File: config.mk
export PLATFORM = sky130hd
export DESIGN_NAME = sssg_supervisor
export DESIGN_NICKNAME = d
export VERILOG_FILES = /design/src/sssg_sticky_flag.v /design/src/sssg_addr_decode.v /design/src/sssg_supervisor.v
export VERILOG_INCLUDE_DIRS = /design/src
export SDC_FILE = /design/constraint.sdc
export NUM_CORES = 1
export LEC_CHECK = 0
export ABC_AREA = 1
export BUFFER_PORTS_ARGS = -buffer_cell sky130_fd_sc_hd__buf_2
export CORE_MARGIN = 5
export CORE_UTILIZATION = 35
export DETAILED_ROUTE_END_ITERATION = 12
export PLACE_DENSITY_LB_ADDON = 0.3
export SETUP_SLACK_MARGIN = 0.15
export SLEW_MARGIN = 20
export SYNTH_ARGS = -nofsm -noshare
export SYNTH_HDL_FRONTEND = slang
export SYNTH_SLANG_ARGS = --single-unit
File: constraint.sdc
create_clock -name clk_i -period 1.3 [get_ports clk_i]
set_input_delay 0.065 -clock clk_i [delete_from_list [all_inputs] [get_ports clk_i]]
set_output_delay 0.065 -clock clk_i [all_outputs]
set_load 0.005 [all_outputs]
File: src/sssg_regs.vh
/*
 * Register offsets, field positions, reset values and decode constants of the
 * supply supervisor and speed guard.
 * Assumes it is included by bare name from each design file that needs it.
 */
`ifndef SSSG_REGS_VH
`define SSSG_REGS_VH

`define SSSG_ADDR_W          9
`define SSSG_DATA_W          8
`define SSSG_BASE_LIMIT      9'h0FF

`define SSSG_OFF_INT_EN0     9'h0E0
`define SSSG_OFF_WDT_CLR     9'h0E3
`define SSSG_OFF_CPU_FLAGS   9'h0F7
`define SSSG_OFF_SYS_CTRL    9'h0FF
`define SSSG_OFF_OSC_SPEED   9'h1E0
`define SSSG_OFF_VDET_CTRL   9'h1E3
`define SSSG_OFF_VCMP_STAT   9'h1E4

`define SSSG_SEL_INT_EN0     0
`define SSSG_SEL_WDT_CLR     1
`define SSSG_SEL_CPU_FLAGS   2
`define SSSG_SEL_SYS_CTRL    3
`define SSSG_SEL_OSC_SPEED   4
`define SSSG_SEL_VDET_CTRL   5
`define SSSG_SEL_VCMP_STAT   6
`define SSSG_SEL_COUNT       7

`define SSSG_RST_INT_EN0     8'h00
`define SSSG_RST_CPU_FLAGS   8'h02
`define SSSG_RST_SYS_CTRL    8'h10
`define SSSG_RST_OSC_SPEED   8'h00
`define SSSG_RST_VDET_CTRL   8'h00

`define SSSG_FLAGS_GIE_BIT   0
`define SSSG_FLAGS_EXT_BIT   4
`define SSSG_FLAGS_RW_MASK   8'h1F

`define SSSG_SCR_STOP_BIT    0
`define SSSG_SCR_SLEEP_BIT   3
`define SSSG_SCR_POR_BIT     4
`define SSSG_SCR_WDR_BIT     5
`define SSSG_SCR_GIRQ_BIT    7

`define SSSG_IEN_SUPPLY_BIT  0

`define SSSG_OSC_SPEED_LSB   0
`define SSSG_OSC_SLEEP_LSB   3
`define SSSG_OSC_NOBUZZ_BIT  5

`define SSSG_VDET_THR_LSB    0
`define SSSG_VDET_LEV_LSB    4
`define SSSG_VDET_RW_MASK    8'h37
`define SSSG_LEV_HIGH        2'h2
`define SSSG_THR_HIGH_LOWER  3'h6
`define SSSG_THR_HIGH_UPPER  3'h7

`define SSSG_VCMP_RESET_BIT  0
`define SSSG_VCMP_LOW_BIT    1

`endif

File: src/sssg_sticky_flag.v
/*
 * One sticky flag that hardware sets and another party clears.
 * Assumes set and clear are synchronous one-cycle or level terms on clk_i.
 */
`timescale 1ns/1ns
module sssg_sticky_flag #(
	parameter RESET_VAL = 1'b0
) (
	// Clock and reset
	input  wire clk_i,
	input  wire reset_n_i,
	// Control
	input  wire set_i,
	input  wire clr_i,
	// State
	output wire flag_o
);
	reg flag_reg;
	reg flag_next;

	// A set that lands in the clearing cycle wins so no event is lost.
	always @* begin
		flag_next = flag_reg;
		if (clr_i)
			flag_next = 1'b0;
		if (set_i)
			flag_next = 1'b1;
	end

	always @(posedge clk_i or negedge reset_n_i) begin
		if (!reset_n_i)
			flag_reg <= RESET_VAL;
		else
			flag_reg <= flag_next;
	end

	assign flag_o = flag_reg;
endmodule // sssg_sticky_flag

File: src/sssg_addr_decode.v
/*
 * Address decoder of the supervisor registers, one select per register.
 * Assumes the extended-space flag comes from the flags register of this block.
 */
`timescale 1ns/1ns
`include "sssg_regs.vh"
module sssg_addr_decode (
	// Access
	input  wire [`SSSG_ADDR_W-1:0]    addr_i,
	input  wire                       ext_space_i,
	// Decode
	output reg  [`SSSG_SEL_COUNT-1:0] sel_o
);
	reg ext_ok;

	always @* begin
		ext_ok = (addr_i <= `SSSG_BASE_LIMIT) | ext_space_i; // RULE1
		sel_o = {`SSSG_SEL_COUNT{1'b0}};
		sel_o[`SSSG_SEL_INT_EN0]   = ext_ok & (addr_i == `SSSG_OFF_INT_EN0);
		sel_o[`SSSG_SEL_WDT_CLR]   = ext_ok & (addr_i == `SSSG_OFF_WDT_CLR);
		sel_o[`SSSG_SEL_CPU_FLAGS] = ext_ok & (addr_i == `SSSG_OFF_CPU_FLAGS);
		sel_o[`SSSG_SEL_SYS_CTRL]  = ext_ok & (addr_i == `SSSG_OFF_SYS_CTRL);
		sel_o[`SSSG_SEL_OSC_SPEED] = ext_ok & (addr_i == `SSSG_OFF_OSC_SPEED);
		sel_o[`SSSG_SEL_VDET_CTRL] = ext_ok & (addr_i == `SSSG_OFF_VDET_CTRL);
		sel_o[`SSSG_SEL_VCMP_STAT] = ext_ok & (addr_i == `SSSG_OFF_VCMP_STAT);
	end
endmodule // sssg_addr_decode

File: src/sssg_supervisor.v
/*
 * Supply supervisor and CPU speed guard: reset trip level, low-supply detector
 * threshold, comparator status, reset-cause flags, supply interrupt and
 * watchdog clear, all behind a plain register port.
 * Assumes the analog comparators and the watchdog deliver levels and pulses
 * that are already synchronous to clk_i, and that firmware is the only master.
 */
// Notes on behaviour
// (RULE1) Registers above 0xFF decode only while the extended-space flag is set, which firmware sets first.
// (RULE2) Writing binary 10 into the two-bit trip level field at 0x1E3 selects the high reset trip point.
// (RULE3) The three-bit threshold field sets the detector point, codes 110 and 111 being the two high ones.
// (RULE4) Bit 1 of the status at 0x1E4 reads 0 while the supply is above the threshold and 1 otherwise.
// (RULE5) Firmware programs the high trip level before any speed above 12 MHz.
// (RULE6) Power-on reset is asserted whenever the supply is below the selected trip level.
// (RULE7) Firmware selects a high threshold, waits for a clear debounced status, raises the trip, then goes to 24 MHz.
// (RULE8) Firmware may use the supply interrupt to drop to 12 MHz and lower the trip, restoring both later.
// (RULE9) Read/clear cause flags are set by hardware and cleared by software; write-only bits read as zero.
// (RULE10) A supply below threshold with its enable set raises a pending interrupt request.
`timescale 1ns/1ns
`include "sssg_regs.vh"
module sssg_supervisor (
	// Clock and reset
	input  wire                     clk_i,
	input  wire                     reset_n_i,
	// Register port
	input  wire [`SSSG_ADDR_W-1:0]  reg_addr_i,
	input  wire [`SSSG_DATA_W-1:0]  reg_wdata_i,
	input  wire                     reg_wr_i,
	input  wire                     reg_rd_i,
	output wire [`SSSG_DATA_W-1:0]  reg_rdata_o,
	// Analog comparators, watchdog and supply interrupt acknowledge
	input  wire                     supply_low_i,
	input  wire                     reset_comparator_state_i,
	input  wire                     watchdog_expired_i,
	input  wire                     supply_irq_ack_i,
	// Supervisor controls
	output wire [1:0]               reset_trip_level_o,
	output wire                     high_trip_selected_o,
	output wire [2:0]               detector_threshold_select_o,
	output wire                     threshold_above_reset_o,
	output wire                     power_on_reset_o,
	// Clock and power controls
	output wire [2:0]               cpu_speed_o,
	output wire [1:0]               sleep_timer_o,
	output wire                     no_buzz_o,
	output wire                     sleep_o,
	output wire                     stop_o,
	// Interrupt and watchdog
	output wire                     global_irq_state_o,
	output wire [`SSSG_DATA_W-1:0]  irq_enable_o,
	output wire                     supply_irq_o,
	output wire                     watchdog_clear_o
);
	wire [`SSSG_SEL_COUNT-1:0] sel;
	wire                       powerup_cause_flag;
	wire                       watchdog_cause_flag;
	wire                       supply_irq_pending;
	wire                       wr_scr;
	wire                       scr_clear_por;
	wire                       scr_clear_wdr;
	wire                       supply_irq_set;

	reg  [`SSSG_DATA_W-1:0]    irq_enable_reg;
	reg  [`SSSG_DATA_W-1:0]    cpu_flags_reg;
	reg                        sleep_reg;
	reg                        stop_reg;
	reg  [`SSSG_DATA_W-1:0]    osc_speed_reg;
	reg  [`SSSG_DATA_W-1:0]    vdet_ctrl_reg;
	reg  [1:0]                 vcmp_reg;
	reg                        por_reg;
	reg                        wdt_clear_reg;
	reg  [`SSSG_DATA_W-1:0]    rdata_reg;
	reg  [`SSSG_DATA_W-1:0]    rdata_next;

	// The sleep and stop reset bits of the system control register are picked from its full reset word.
	localparam [`SSSG_DATA_W-1:0] scr_reset_val = `SSSG_RST_SYS_CTRL;

	sssg_addr_decode u_decode (
		.addr_i      (reg_addr_i),
		.ext_space_i (cpu_flags_reg[`SSSG_FLAGS_EXT_BIT]),
		.sel_o       (sel)
	);

	assign wr_scr = reg_wr_i & sel[`SSSG_SEL_SYS_CTRL];

	// Cause flags clear only when software writes a zero into their place.
	assign scr_clear_por = wr_scr & ~reg_wdata_i[`SSSG_SCR_POR_BIT]; // RULE9
	assign scr_clear_wdr = wr_scr & ~reg_wdata_i[`SSSG_SCR_WDR_BIT]; // RULE9

	sssg_sticky_flag #(
		.RESET_VAL (1'b1)
	) u_por_cause (
		.clk_i     (clk_i),
		.reset_n_i (reset_n_i),
		.set_i     (por_reg),
		.clr_i     (scr_clear_por),
		.flag_o    (powerup_cause_flag)
	);

	sssg_sticky_flag #(
		.RESET_VAL (1'b0)
	) u_wdt_cause (
		.clk_i     (clk_i),
		.reset_n_i (reset_n_i),
		.set_i     (watchdog_expired_i),
		.clr_i     (scr_clear_wdr),
		.flag_o    (watchdog_cause_flag)
	);

	// The request keeps being set while the supply stays low and its enable is set, so an
	// acknowledge during a dip is refused until the supply has recovered.
	assign supply_irq_set = vcmp_reg[`SSSG_VCMP_LOW_BIT] & irq_enable_reg[`SSSG_IEN_SUPPLY_BIT]; // RULE10

	sssg_sticky_flag #(
		.RESET_VAL (1'b0)
	) u_supply_irq (
		.clk_i     (clk_i),
		.reset_n_i (reset_n_i),
		.set_i     (supply_irq_set),
		.clr_i     (supply_irq_ack_i),
		.flag_o    (supply_irq_pending)
	);

	// Interrupt enables.
	always @(posedge clk_i or negedge reset_n_i) begin
		if (!reset_n_i)
			irq_enable_reg <= `SSSG_RST_INT_EN0;
		else if (reg_wr_i && sel[`SSSG_SEL_INT_EN0])
			irq_enable_reg <= reg_wdata_i;
	end

	// Flags register, including the extended-space flag.
	always @(posedge clk_i or negedge reset_n_i) begin
		if (!reset_n_i)
			cpu_flags_reg <= `SSSG_RST_CPU_FLAGS;
		else if (reg_wr_i && sel[`SSSG_SEL_CPU_FLAGS])
			cpu_flags_reg <= reg_wdata_i & `SSSG_FLAGS_RW_MASK; // RULE1
	end

	// Sleep and stop requests of the system control register.
	always @(posedge clk_i or negedge reset_n_i) begin
		if (!reset_n_i) begin
			sleep_reg <= scr_reset_val[`SSSG_SCR_SLEEP_BIT];
			stop_reg  <= scr_reset_val[`SSSG_SCR_STOP_BIT];
		end else if (wr_scr) begin
			sleep_reg <= reg_wdata_i[`SSSG_SCR_SLEEP_BIT];
			stop_reg  <= reg_wdata_i[`SSSG_SCR_STOP_BIT];
		end
	end

	// Oscillator speed control. Raising the speed is not blocked here: the
	// ordering against the trip level is firmware's duty, and blocking it would
	// break the fall-back sequence that lowers the trip while running slowly.
	always @(posedge clk_i or negedge reset_n_i) begin
		if (!reset_n_i)
			osc_speed_reg <= `SSSG_RST_OSC_SPEED;
		else if (reg_wr_i && sel[`SSSG_SEL_OSC_SPEED])
			osc_speed_reg <= reg_wdata_i; // RULE5
	end

	// Voltage detect control: trip level and detector threshold.
	always @(posedge clk_i or negedge reset_n_i) begin
		if (!reset_n_i)
			vdet_ctrl_reg <= `SSSG_RST_VDET_CTRL;
		else if (reg_wr_i && sel[`SSSG_SEL_VDET_CTRL])
			vdet_ctrl_reg <= reg_wdata_i & `SSSG_VDET_RW_MASK; // RULE2 RULE3
	end

	// Comparator status and reset request are sampled once, so the status
	// that firmware reads and the interrupt it gets agree to the cycle.
	always @(posedge clk_i or negedge reset_n_i) begin
		if (!reset_n_i) begin
			vcmp_reg <= 2'h0;
			por_reg  <= 1'b0;
		end else begin
			vcmp_reg[`SSSG_VCMP_LOW_BIT]   <= supply_low_i; // RULE4
			vcmp_reg[`SSSG_VCMP_RESET_BIT] <= reset_comparator_state_i;
			por_reg                        <= reset_comparator_state_i; // RULE6
		end
	end

	// Watchdog clear is a write-only strobe; it is never stored for reading.
	always @(posedge clk_i or negedge reset_n_i) begin
		if (!reset_n_i)
			wdt_clear_reg <= 1'b0;
		else
			wdt_clear_reg <= reg_wr_i & sel[`SSSG_SEL_WDT_CLR]; // RULE9
	end

	// Read multiplexer; unmapped and write-only addresses read zero.
	always @* begin
		rdata_next = {`SSSG_DATA_W{1'b0}};
		if (sel[`SSSG_SEL_INT_EN0])
			rdata_next = irq_enable_reg;
		if (sel[`SSSG_SEL_CPU_FLAGS])
			rdata_next = cpu_flags_reg;
		if (sel[`SSSG_SEL_SYS_CTRL]) begin
			rdata_next[`SSSG_SCR_GIRQ_BIT]  = cpu_flags_reg[`SSSG_FLAGS_GIE_BIT];
			rdata_next[`SSSG_SCR_WDR_BIT]   = watchdog_cause_flag; // RULE9
			rdata_next[`SSSG_SCR_POR_BIT]   = powerup_cause_flag; // RULE9
			rdata_next[`SSSG_SCR_SLEEP_BIT] = sleep_reg;
			rdata_next[`SSSG_SCR_STOP_BIT]  = stop_reg;
		end
		if (sel[`SSSG_SEL_OSC_SPEED])
			rdata_next = osc_speed_reg;
		if (sel[`SSSG_SEL_VDET_CTRL])
			rdata_next = vdet_ctrl_reg;
		if (sel[`SSSG_SEL_VCMP_STAT])
			rdata_next = {6'h00, vcmp_reg}; // RULE4
	end

	always @(posedge clk_i or negedge reset_n_i) begin
		if (!reset_n_i)
			rdata_reg <= {`SSSG_DATA_W{1'b0}};
		else if (reg_rd_i)
			rdata_reg <= rdata_next;
		else
			rdata_reg <= {`SSSG_DATA_W{1'b0}};
	end

	assign reg_rdata_o                 = rdata_reg;
	assign reset_trip_level_o          = vdet_ctrl_reg[`SSSG_VDET_LEV_LSB +: 2];
	assign high_trip_selected_o        = (vdet_ctrl_reg[`SSSG_VDET_LEV_LSB +: 2] == `SSSG_LEV_HIGH); // RULE2
	assign detector_threshold_select_o = vdet_ctrl_reg[`SSSG_VDET_THR_LSB +: 3];
	assign threshold_above_reset_o     = (vdet_ctrl_reg[`SSSG_VDET_THR_LSB +: 3] == `SSSG_THR_HIGH_LOWER) |
	                                     (vdet_ctrl_reg[`SSSG_VDET_THR_LSB +: 3] == `SSSG_THR_HIGH_UPPER); // RULE3
	assign power_on_reset_o            = por_reg; // RULE6
	assign cpu_speed_o                 = osc_speed_reg[`SSSG_OSC_SPEED_LSB +: 3];
	assign sleep_timer_o               = osc_speed_reg[`SSSG_OSC_SLEEP_LSB +: 2];
	assign no_buzz_o                   = osc_speed_reg[`SSSG_OSC_NOBUZZ_BIT];
	assign sleep_o                     = sleep_reg;
	assign stop_o                      = stop_reg;
	assign global_irq_state_o          = cpu_flags_reg[`SSSG_FLAGS_GIE_BIT];
	assign irq_enable_o                = irq_enable_reg;
	assign supply_irq_o                = supply_irq_pending; // RULE10
	assign watchdog_clear_o            = wdt_clear_reg;
endmodule // sssg_supervisor

==> flow_summary.toml <==
[route]
first_pass_iters = 4
drt_iter0_markers = 99
drc = 0
vias = 1747
avgRoutedWirePerCell_um = 13.5
wirelength_um = 5140
detail-route-antenna-nets = 0
vias_per_cell = 4.60

[setup_path]
path_buf_inv = 1
critPathKind = "reg -> reg"
arrival_ps = 1450
critPathTopFamily = "simple AND/OR/NAND/NOR gates"
critPathMaxFanout = 8
path_cells = "nand2_2 -> nor2_4 -> inv_2 -> nor2_8 -> nand2_4 -> mux2_4"
max_stage_delay_ps = 370
setup.worst_path.start_class = "flip-flop"
critPathRequiredTime_ps = 1490
cp-end-kind = "flip-flop"
cp_slowest_cell = "dfrtp_1"

[timing]
report.final.slew_viol_count = 0
hold_viol_final = 0
fin_crit_sh_pct = 97.3
fmax_ghz = 0.791
worst_pin_slew_ps = 301
min_period_ps = 1260
fin_worst_skew_ps = 10.1
rsz0062_at_grt = "true"
slew_headroom_pct = 79.9
finalSetupViolCount = 0

[yosys]
syn_nets = 244
mappedNetlistArea_um2 = 1940
ys_ff_latch = 42
yosys_warnings = 0
synthTopCellsByArea = "dfrtp_1 52%, nand2_1 11%, inv_1 6.4%"
avgSynthCellArea_um2 = 8.87
netlist-cell-type-count = 25
yosysSeqAreaShare_pct = 54.3
yosysTopAreaCellShare_pct = 51.5
netlist.top_cell.by_area = "dfrtp_1"
synthCells = 219

[cts]
cts_root_buf = "clkbuf_8"
clock-sinks = 42
clockBufferDepth = 2
clkTransAtPathRegs_ps = 80
cts_made_buffers = 5
cts_tree = "built"
insertion_delay_ps = 300
post-cts-setup-buffers = 0
ctsHtreeMaxLevel = 2

[outcome]
status = "finished, final reports clean"

[global_routing]
grt_pass1_vias = 1723
grt_max_degree = 43
grt_overflow = 0
antenna_found_initial = 0
grt_first_pass_wirelength_um = 8690
grt.total_usage_pct = 15.4

[pwr]
vdd_drop_max_uv = 814
p_total_mw = 2.78
powerDensity_nw_per_um2 = 1030
p_leak_nw = 1.49

[layout]
areaGrowthSynthToFinish_pct = 38.7
drive_above_1_share_pct = 32.8
final_common_cell = "buf_2"
nets = 332
final_area_um2 = 2690
final_cell_mix = "59 x buf_2, 53 x nand2_1, 40 x dfrtp_1"
num_antenna_cells = 0

[floorplanning]
dieHeight_um = 84.5
dieArea_um2 = 7140
start_util_pct = 35.7
core_um2 = 5440
num_io_pins = 60
num_rows = 27
die_x_um = 84.5

[placed_design]
portBuffers = 59
dpl_cell_area_um2 = 2440
gp_congestion = 0.849
dp_hpwl_um = 3860

[flow_run]
max_cap_viol_count = 0

[hold_path]
worst_hold_path_type = "in -> reg"
## area by class of cell
class                           count  area, um2
Fill cell                         539       2750
Sequential cell                    42       1050
Multi-Input combinational cell    137        729
Timing Repair Buffer               87        556
Inverter                           34        128
Tap cell                           72       90.1
Clock buffer                        5       68.8
Clock inverter                      3       68.8
## worst min-delay path, stage by stage
cell     delay, ps
buf_2           90
mux2i_1         70
inv_1           50
## cell families (layout without fill, tap and decap cells)
| logic type | count (synthesis) | count (layout) | share of synthesized area [%] |
|---|---|---|---|
| AOI/OAI and AO/OA | 44 | 44 | 11.9 |
| buffers and inverters | 40 | 129 | 9.09 |
| and+or+nand+nor | 83 | 83 | 19.1 |
| muxes | 10 | 10 | 5.67 |
| DFF | 42 | 42 | 54.3 |
## power breakdown
group	internal, mW	leakage, nW	switching, mW
Clock	0.770	0.0683	0.492
Sequential	1.32	0.569	0.0136
Combinational	0.0812	0.849	0.0998
## what timing repair did
action,CTS,global route
endpoints found under the hold margin,51,0
pin swaps,0,0
setup endpoints to repair,19,21
resized for setup,6,1
hold buffers,10,0
## routing by layer
layer | wire, um | global-route usage [%]
met2 | 2470 | 25.3
met3 | 275 | 3.43
met4 | 35 | 3.45
met1 | 2360 | 20.7
met5 | 0 | 0
## Yosys cell counts, drive strengths merged
cell type / n
buf: 6
o21bai: 1
dfstp: 2
or2: 1
nand4: 1
mux2i: 8
nand2: 57
a21oi: 9
nand3: 4
nor3: 3
dfrtp: 40
a31oi: 4
nor2: 17
o21a: 1
mux2: 2
o21ai: 29
inv: 34
## final timing paths
check | slack [ps] | cells past startpoint | from | endpoint
min in group asynchronous | 250 | 3 | reset_n_i | reg_rdata_o[0]
min reg2reg | 480 | 2 | u_por_cause.flag_o | u_por_cause.flag_o
max | 40 | 6 | cpu_flags_reg[4] | osc_speed_reg[6]
max in group asynchronous | 790 | 3 | reset_n_i | cpu_flags_reg[1]
min | 2 | 3 | reg_wdata_i[7] | irq_enable_o[7]
max reg2reg | 40 | 6 | cpu_flags_reg[4] | osc_speed_reg[6]
## through the flow
stage | utilization (%) | instances | hold WS, ps | setup TNS, ps | setup slack (ps)
after global routing | 49.5 | 380 | 20.0 | -151 | -35.4
after floorplan | - | 219 | -231 | 0 | 75.6
after detailed placement | 44.9 | 362 | 57.9 | 0 | 15.5
final | 49.5 | 380 | 1.72 | 0 | 35.2
after CTS | 49.4 | 380 | 0.440 | 0 | 34.3
after global placement | 44.9 | 362 | 54.6 | 0 | 36.9
No activity file was read; power rests on OpenSTA's default activity.
